File: config.mk
export PLATFORM = sky130hd
export DESIGN_NAME = mptrk_tracker
export DESIGN_NICKNAME = d
export VERILOG_FILES = /design/src/rtl/mptrk_pkg.sv /design/src/rtl/mptrk_chan.sv /design/src/rtl/mptrk_tracker.sv
export SDC_FILE = /design/constraint.sdc
export NUM_CORES = 1
export LEC_CHECK = 0
export BUFFER_PORTS_ARGS = -buffer_cell sky130_fd_sc_hd__buf_4
export CAP_MARGIN = 0
export CELL_PAD_IN_SITES_DETAIL_PLACEMENT = 0
export CELL_PAD_IN_SITES_GLOBAL_PLACEMENT = 2
export CORE_MARGIN = 4
export CORE_UTILIZATION = 35
export DETAILED_ROUTE_END_ITERATION = 8
export HOLD_SLACK_MARGIN = 0.06
export PLACE_DENSITY = 0.87
export SYNTH_ARGS = -nofsm -noshare
export SYNTH_HDL_FRONTEND = slang
export SYNTH_SLANG_ARGS = --single-unit
File: constraint.sdc
create_clock -name hclk -period 2.65 [get_ports hclk]
set_clock_uncertainty 0.1 [all_clocks]
set_input_delay 0.1325 -clock hclk [delete_from_list [all_inputs] [get_ports hclk]]
set_output_delay 0.1325 -clock hclk [all_outputs]
set_load 0.01 [all_outputs]
File: src/rtl/mptrk_pkg.sv
// constants shared by the phy connection tracker and its channel logic
// assumes a 32-bit ahb-lite register bus with word-aligned registers
package mptrk_pkg;
    localparam int          MPTRK_DATA_W    = 32;
    localparam int          MPTRK_ADDR_W    = 8;
    localparam int          MPTRK_PHY_AW    = 5;
    localparam int          MPTRK_NCHAN     = 2;
    // register byte offsets
    localparam logic [7:0]  OFS_STATE_VEC   = 8'h00;
    localparam logic [7:0]  OFS_RAW_EVENT   = 8'h04;
    localparam logic [7:0]  OFS_MASK_EVENT  = 8'h08;
    localparam logic [7:0]  OFS_PHY_SEL0    = 8'h0C;
    localparam logic [7:0]  OFS_PHY_SEL1    = 8'h10;
    // user_phy_select field layout
    localparam int          SEL_ADDR_LSB    = 0;
    localparam int          SEL_IRQ_EN_BIT  = 7;
    localparam logic [31:0] SEL_WR_MASK     = 32'h0000_009F;
    // values after reset, then the ahb-lite nonseq transfer code
    localparam logic [31:0] RST_STATE_VEC   = 32'h0000_0000;
    localparam logic [31:0] RST_PHY_SEL     = 32'h0000_0000;
    localparam logic        RST_EVENT       = 1'b0;
    localparam logic [1:0]  HTRANS_NONSEQ   = 2'h2;
endpackage : mptrk_pkg

File: src/rtl/mptrk_chan.sv
// one change-event channel: raw and enable-masked w1c event bits
// assumes the tracker feeds it the status-read strobe and current vector
module mptrk_chan
    import mptrk_pkg::*;
(
    input  wire logic                    hclk,
    input  wire logic                    hresetn,
    input  wire logic                    stat_done,
    input  wire logic [MPTRK_PHY_AW-1:0] stat_phy_addr,
    input  wire logic                    stat_new_state,
    input  wire logic [MPTRK_PHY_AW-1:0] sel_addr,
    input  wire logic                    sel_irq_en,
    input  wire logic                    old_state,
    input  wire logic                    event_clr,
    output logic                         raw_event,
    output logic                         raw_event_next,
    output logic                         masked_event
);
    logic raw_reg;
    logic hit;
    logic set_event;

    // a change is only seen when the selected phy was just read
    always_comb begin
        hit            = stat_done && (stat_phy_addr == sel_addr);
        set_event      = hit && (stat_new_state != old_state);
        // set wins over a clear in the same cycle, so no event is lost
        raw_event_next = set_event | (raw_reg & ~event_clr);
    end

    always_ff @(posedge hclk or negedge hresetn) begin
        if (!hresetn) begin
            raw_reg <= RST_EVENT;
        end else begin
            raw_reg <= raw_event_next;
        end
    end

    assign raw_event    = raw_reg;
    assign masked_event = raw_reg & sel_irq_en;
endmodule : mptrk_chan

File: src/rtl/mptrk_tracker.sv
// phy connection tracker: per-address state vector, two change channels
// assumes an ahb-lite master, single slave, and a frame engine that
// pulses stat_done for one cycle when a generic status read completes
//
// Added by the designer: the address map and the AHB-Lite slave port.
module mptrk_tracker
    import mptrk_pkg::*;
(
    input  wire logic                         hclk,
    input  wire logic                         hresetn,
    input  wire logic                         hsel,
    input  wire logic [31:0]                  haddr,
    input  wire logic [1:0]                   htrans,
    input  wire logic                         hwrite,
    input  wire logic [2:0]                   hsize,
    input  wire logic [31:0]                  hwdata,
    input  wire logic                         hready,
    output logic                              hreadyout,
    output logic                              hresp,
    output logic [31:0]                       hrdata,
    input  wire logic                         stat_done,
    input  wire logic [mptrk_pkg::MPTRK_PHY_AW-1:0] stat_phy_addr,
    input  wire logic                         stat_ack,
    input  wire logic                         stat_link_up,
    output logic                              change_irq
);
    import mptrk_pkg::*;

    logic [31:0]             state_vec_reg;
    logic [31:0]             state_vec_next;
    logic [31:0]             sel_reg   [MPTRK_NCHAN];
    logic [31:0]             sel_next  [MPTRK_NCHAN];
    logic                    wr_pend_reg;
    logic                    wr_pend_next;
    logic [MPTRK_ADDR_W-1:0] wr_addr_reg;
    logic [MPTRK_ADDR_W-1:0] wr_addr_next;
    logic [31:0]             rdata_reg;
    logic [31:0]             rdata_next;
    logic                    addr_phase;
    logic                    stat_new_state;
    logic [MPTRK_NCHAN-1:0]  raw_event;
    logic [MPTRK_NCHAN-1:0]  raw_event_next;
    logic [MPTRK_NCHAN-1:0]  masked_event;
    logic [MPTRK_NCHAN-1:0]  event_clr;

    // zero wait state slave; every answer is okay
    assign hreadyout = 1'b1;
    assign hresp     = 1'b0;
    assign hrdata    = rdata_reg;

    assign addr_phase     = hsel && hready && (htrans == HTRANS_NONSEQ);
    assign stat_new_state = stat_ack && stat_link_up;

    // bus address phase capture; write data lands in the data phase
    always_comb begin
        wr_pend_next = addr_phase && hwrite;
        wr_addr_next = wr_pend_next ? haddr[MPTRK_ADDR_W-1:0] : wr_addr_reg;
    end

    always_ff @(posedge hclk or negedge hresetn) begin
        if (!hresetn) begin
            wr_pend_reg <= 1'b0;
            wr_addr_reg <= '0;
        end else begin
            wr_pend_reg <= wr_pend_next;
            wr_addr_reg <= wr_addr_next;
        end
    end

    // state vector follows status reads only; the bus has no write path
    always_comb begin
        state_vec_next = state_vec_reg;
        if (stat_done) begin
            state_vec_next[stat_phy_addr] = stat_new_state;
        end
    end

    always_ff @(posedge hclk or negedge hresetn) begin
        if (!hresetn) begin
            state_vec_reg <= RST_STATE_VEC;
        end else begin
            state_vec_reg <= state_vec_next;
        end
    end

    // per-channel select registers and event logic
    genvar n;
    generate
        for (n = 0; n < MPTRK_NCHAN; n++) begin : g_chan
            localparam logic [7:0] SEL_OFS =
                (n == 0) ? OFS_PHY_SEL0 : OFS_PHY_SEL1;

            always_comb begin
                sel_next[n] = sel_reg[n];
                if (wr_pend_reg && wr_addr_reg == SEL_OFS) begin
                    sel_next[n] = hwdata & SEL_WR_MASK;
                end
                // both event registers clear the same pending bit
                event_clr[n] = wr_pend_reg && hwdata[n] &&
                    (wr_addr_reg == OFS_RAW_EVENT ||
                     wr_addr_reg == OFS_MASK_EVENT);
            end

            always_ff @(posedge hclk or negedge hresetn) begin
                if (!hresetn) begin
                    sel_reg[n] <= RST_PHY_SEL;
                end else begin
                    sel_reg[n] <= sel_next[n];
                end
            end

            mptrk_chan u_chan (
                .hclk           (hclk),
                .hresetn        (hresetn),
                .stat_done      (stat_done),
                .stat_phy_addr  (stat_phy_addr),
                .stat_new_state (stat_new_state),
                .sel_addr       (sel_reg[n][SEL_ADDR_LSB +: MPTRK_PHY_AW]),
                .sel_irq_en     (sel_reg[n][SEL_IRQ_EN_BIT]),
                .old_state      (state_vec_reg[
                                 sel_reg[n][SEL_ADDR_LSB +: MPTRK_PHY_AW]]),
                .event_clr      (event_clr[n]),
                .raw_event      (raw_event[n]),
                .raw_event_next (raw_event_next[n]),
                .masked_event   (masked_event[n])
            );

        end
    endgenerate

    assign change_irq = |masked_event;

    // read data taken from next values so a write just ahead is seen
    always_comb begin
        rdata_next = rdata_reg;
        if (addr_phase && !hwrite) begin
            unique case (haddr[MPTRK_ADDR_W-1:0])
                OFS_STATE_VEC:  rdata_next = state_vec_next;
                OFS_RAW_EVENT:  rdata_next = {30'h0, raw_event_next};
                OFS_MASK_EVENT: rdata_next = {30'h0,
                    raw_event_next[1] & sel_next[1][SEL_IRQ_EN_BIT],
                    raw_event_next[0] & sel_next[0][SEL_IRQ_EN_BIT]};
                OFS_PHY_SEL0:   rdata_next = sel_next[0];
                OFS_PHY_SEL1:   rdata_next = sel_next[1];
                default:        rdata_next = 32'h0000_0000;
            endcase
        end
    end

    always_ff @(posedge hclk or negedge hresetn) begin
        if (!hresetn) begin
            rdata_reg <= 32'h0000_0000;
        end else begin
            rdata_reg <= rdata_next;
        end
    end
endmodule : mptrk_tracker

==> Word level (Yosys, flattened, before mapping) <==
Index checks and enable logic that the tools add are counted.
{ "classes": {"order_cmp": 4, "eq_ne": 13, "muxes": 11, "bitwise_logic": 10, "reduce_logical": 20} }
{ "op_table": {"columns": ["op", "count"], "rows": [
  ["one-hot mux 32 bit (5 select lines)", 1],
  ["two-way mux 32 bit", 3],
  ["bitwise mux 32 bit", 1],
  ["equality test 8 x 4 -> 1 bit (second input constant)", 4],
  ["less-than comparator 5 x 6 -> 1 bit (second input constant)", 3],
  ["equality test 8 x 3 -> 1 bit (second input constant)", 2],
  ["equality test 8 x 5 -> 1 bit (second input constant)", 2],
  ["logical AND 1 bit", 16],
  ["binary-select mux 1 bit (select 5 bit)", 2],
  ["equality test 5 bit", 2],
  ["logical NOT 8 bit", 1],
  ["bitwise AND 1 bit", 6],
  ["demux 1 bit (select 5 bit)", 1],
  ["greater-or-equal comparator 5 x 1 -> 1 bit (second input constant)", 1],
  ["two-way mux 1 bit", 3],
  ["equality test 2 bit (second input constant)", 1],
  ["inequality test 1 bit", 2],
  ["inverter 1 bit", 2],
  ["OR 1 bit", 2],
  ["OR reduction 2 bit", 1],
  ["logical NOT 1 bit", 1],
  ["logical OR 1 bit", 1]
]} }
{ "word_totals": {"reg_bits": 139, "in_bits": 82, "out_inout_bits": 35, "elab_cells": 66} }

==> Logic depth before layout (Yosys ltp) <==
{ "depth": {"ltp_word": 8, "mapped_depth": 9, "mapped_depth_nobuf": 7} }

==> By module <==
Synthesis repeated with hierarchy kept, for this count alone.
{ "unflattened": {"hier_cells": 595, "hier_area_um2": 6563.8} }
{ "by_module_without_submodules": {"columns": ["mod", "instances", "cells_per_inst", "area_per_inst_um2", "seq_area_each_um2"], "rows": [
  ["mptrk_tracker", 1, 571, 6341.1, 3428.3],
  ["mptrk_chan", 2, 12, 111.4, 25.0]
]} }

==> Worst setup path after synthesis <==
No wires, ideal clock.
{ "synth_path": {"path_kind": "register to register", "start": "reg wr_addr_reg[1]", "end": "reg rdata_reg[1] (netlist: hrdata[1])", "setup_ps": 130, "arrival_ps": 2073, "required_time_ps": 2420, "path_slack_ps": 347, "stages_incl_launch_ff": 10, "path_buffers": 2, "cell_sequence": "dfrtp_1 nor4_2 nand3b_1 or3_1 buf_6 buf_8 mux2_4 a22oi_2 o2111ai_1 a2bb2oi_1"} }
{ "synth_lines": {"columns": ["element", "line_no", "rtl"], "rows": [
  ["start, declared", "mptrk_tracker.sv:35", "logic [MPTRK_ADDR_W-1:0] wr_addr_reg;"],
  ["start signal, assigned", "mptrk_tracker.sv:66", "wr_addr_reg <= wr_addr_next;"],
  ["end signal, assigned", "mptrk_tracker.sv:154", "rdata_reg <= rdata_next;"],
  ["end, declared", "mptrk_tracker.sv:37", "logic [31:0] rdata_reg;"]
]} }

==> Final worst setup path <==
{ "layout_path": {"start": "in haddr[0]", "end": "reg rdata_reg[0] (netlist: hrdata[0])"} }
{ "layout_via": {"elab_chain_len": 2, "word_cells_on_any_way": 6, "cone_classes": "eq/ne (4); mux (1); reduce/logical (1)"} }
{ "layout_rtl": {"columns": ["element", "line_no", "rtl"], "rows": [
  ["start, declared", "mptrk_tracker.sv:12", "input wire logic [31:0] haddr,"],
  ["equality test 8 x 5 -> 1 bit (tied with other cells)", "mptrk_tracker.sv:137", "unique case (haddr[MPTRK_ADDR_W-1:0])"],
  ["one-hot mux 32 bit (5 select lines) (*)", "mptrk_tracker.sv:137", null]
]} }
Every way passes the cells marked *; elsewhere a longest branch is shown, timed or not.
A chain may end at the register's enable or synchronous reset.

==> reports/metrics.yaml <==
run_status:
  status: "finished, final reports clean"
sta:
  setup_viol: 0
  slew_headroom_pct: 50.21
  timing_hold_violations_final: 0
  maxSlewViolCount: 0
  setup_tns_ns: 0
  min_period_ns: 2.541
  max_slew.worst_pin.slew_ns: 0.7450
  fmax_ghz: 0.3936
  rsz0062_at_grt: "false"
  fin_crit_sh_pct: 95.88
  worst_slack_ns: 0.1093
synthesis:
  synth_seq_cells: 139
  syn-instance-count: 636
  synth_area_um2: 6516
  synth-warning-count: 0
  synth.top_cells.by_count: "dfrtp_1, nand2_1, o21ai_0"
  synth_nets: 718
  synth-edff-count: 0
  yosysTopAreaCellShare_pct: 53.38
  synth_cell_type_count: 50
  yosysTopAreaCell: "dfrtp_1"
  async_flop_share_pct: 100.0
  synthFlopType: "dfrtp_1"
  synth.area.top_cells: "dfrtp_1, nand2_1, mux2i_1, and2_1, o21ai_0"
  synth_most_common_cell: "dfrtp_1"
  ys_seq_area_share_pct: 53.38
  avgSynthCellArea_um2: 10.25
clocking:
  cts_setup_buffers: 0
  cts-htree-levels: 4
  clk_pin_slew_ns: 0.06
  cts_root_buffer: "clkbuf_16"
  clk_latency_ns: 0.43
  clock_path_buffers: 2
  cts_tree: "built"
  cts-buffers-inserted: 17
  clkSinkCount: 139
critical_path:
  critPathKind: "primary input to flop"
  cp-start-kind: "primary input"
  crit_start: "haddr[0]"
  critPathMaxFanout: 7
  crit_arrival_ns: 2.78
  r2r_start: "wr_addr_reg[1]$_DFFE_PN0P_"
  end_kind: "flop"
  worstPathRequired_ns: 2.89
detailed_routing:
  dr_total_vias: 4991
  ant_nets: 0
  drc: 0
  initialDrtViolationCount: 253
  drtPass1Iterations: 5
  wl_per_cell_um: 18.28
  wl_mm: 17.29
  viasPerCell: 5.276
place:
  gp_congestion: 0.8509
  io_buffers: 61
  dpl.hpwl_mm: 11.86
  pre_cts_ws_ns: 0.1069
global_route:
  gr-total-overflow: 0
  grt_pass1_wl_mm: 27.99
  antenna_found_initial: 0
  grt_pass1_vias: 5160
  grt_max_degree: 56
  grt_usage_pct: 17.26
min_path:
  hold_class: "primary input to flop"
  hold_start: "hwrite"
pwr:
  leakage_nw: 3.678
  power.density_nw_per_um2: 639.9
  vdd_drop_max_mv: 0.4233
die:
  die-area_um2: 20860
  ioPinCount: 117
  row_count: 49
  die_width_um: 144.4
  design.core.area_um2: 18150
  die_height_um: 144.4
  start_util_pct: 35.91
cells_and_area:
  drive_above_1_share_pct: 18.41
  areaGrowthSynthToFinish_pct: 22.79
  num-fill-cells: 1724
  nNetsFinal: 786
  antenna_cells: 0
  largest_reg_flops: 64
job:
  max-cap-violations: 0
==> routing by layer <==
metal | vias to the layer above | GRT usage [%] | share of wire [%]
met5 | - | 0 | 0
met4 | 0 | 4.958 | 0.94
met3 | 12 | 3.406 | 3.5
met2 | 98 | 27.43 | 48
met1 | 2499 | 24.07 | 48
li1 | 2382 | - | -
==> report_power, final <==
group / leakage, nW / total [W] / internal [W] / switching (W)
sequential: 1.89 / 0.00233 / 0.00223 / 0.0000994
clock: 0.280 / 0.00230 / 0.00134 / 0.000964
combinational: 1.51 / 0.000493 / 0.000210 / 0.000282
==> layout by cell type, fill, tap and decap left out, types with 2 or more instances in the layout <==
master and count:
xnor2_1 3, nand2b_1 5, and2_2 6, o31ai_1 22
dfrtp_1 139, mux2_4 2, a2bb2oi_1 2, clkbuf_16 17
nand3b_1 6, nor4_1 4, xor2_1 8, o32a_1 2
clkinv_4 3, nand2_1 102, or3_1 3, conb_1 2
inv_1 3, buf_4 68, and3_1 3, o21a_1 2
mux2i_1 34, mux2_2 11, o2111ai_1 2, nor2_1 5
and2_1 49, a22o_1 29, o21ai_0 59, clkinv_2 2
inv_6 5, dlygate4sd3_1 19, a22oi_1 10, or2_2 2
nor2b_1 4, nor3b_1 4, buf_12 6, nand3_1 15
clkinvlp_4 2, a211oi_1 2, nor3_1 4, a21oi_1 35
==> per-stage QoR <==
stage	utilization, %	area (µm²)	std cells	power, W	hold WS [ns]
3_5_place_dp	39.82	7227	895	0.002817	0.02261
2_1_floorplan	-	6516	636	0.002605	-0.2631
5_1_grt	44.09	8001	946	0.005327	0.09468
6_report	44.09	8001	946	0.005120	0.08545
3_3_place_gp	39.82	7227	895	0.002803	0.01585
4_1_cts	44.04	7993	946	0.005160	0.06101
==> layout make-up <==
class	count	area, µm²	area share [%]
multi-input cells	448	2814	35.17
flip-flops and latches	139	3478	43.47
clock inverters	14	136.4	1.704
well taps	229	286.5	3.581
inverters	4	15.01	0.1876
repair buffers	94	832.0	10.40
clock buffers	18	439.2	5.489
==> repair_timing <==
| item | in CTS | in global routing |
|---|---|---|
| setup endpoints to repair | 0 | 1 |
| gates resized for setup | 0 | 1 |
| hold endpoints to repair | 130 | 0 |
| hold buffers | 19 | 0 |
==> path summary, 6_finish.rpt <==
check,to,slack (ns),cells after the start
setup / recovery,hrdata[0]$_DFFE_PN0P_,0.11,8
hold / removal,wr_addr_reg[2]$_DFFE_PN0P_,0.09,4
setup reg to reg,hrdata[0]$_DFFE_PN0P_,0.15,8
hold reg to reg,sel_reg[63]$_DFF_PN0_,0.38,1
max in group asynchronous,sel_reg[2]$_DFF_PN0_,1.50,3
min in group asynchronous,hrdata[26]$_DFFE_PN0P_,0.13,2
==> logic make-up after synthesis <==
kind of cell,count (synthesis),synth area share (%)
other cells,2,0.1153
simple gates,219,17.28
buf+inv,49,3.571
flops,139,53.38
compound gates,169,16.59
xor+xnor,11,1.479
mux,47,7.585
==> worst max-delay path, cell delays in order <==
cell           delay [ns]
dlygate4sd3_1        0.56
buf_4                0.15
or4_1                0.57
nor3_1               0.30
and3_1               0.58
a22oi_1              0.16
o2111ai_1            0.15
a2bb2oi_1            0.18
No activity file was read; power rests on OpenSTA's default activity.
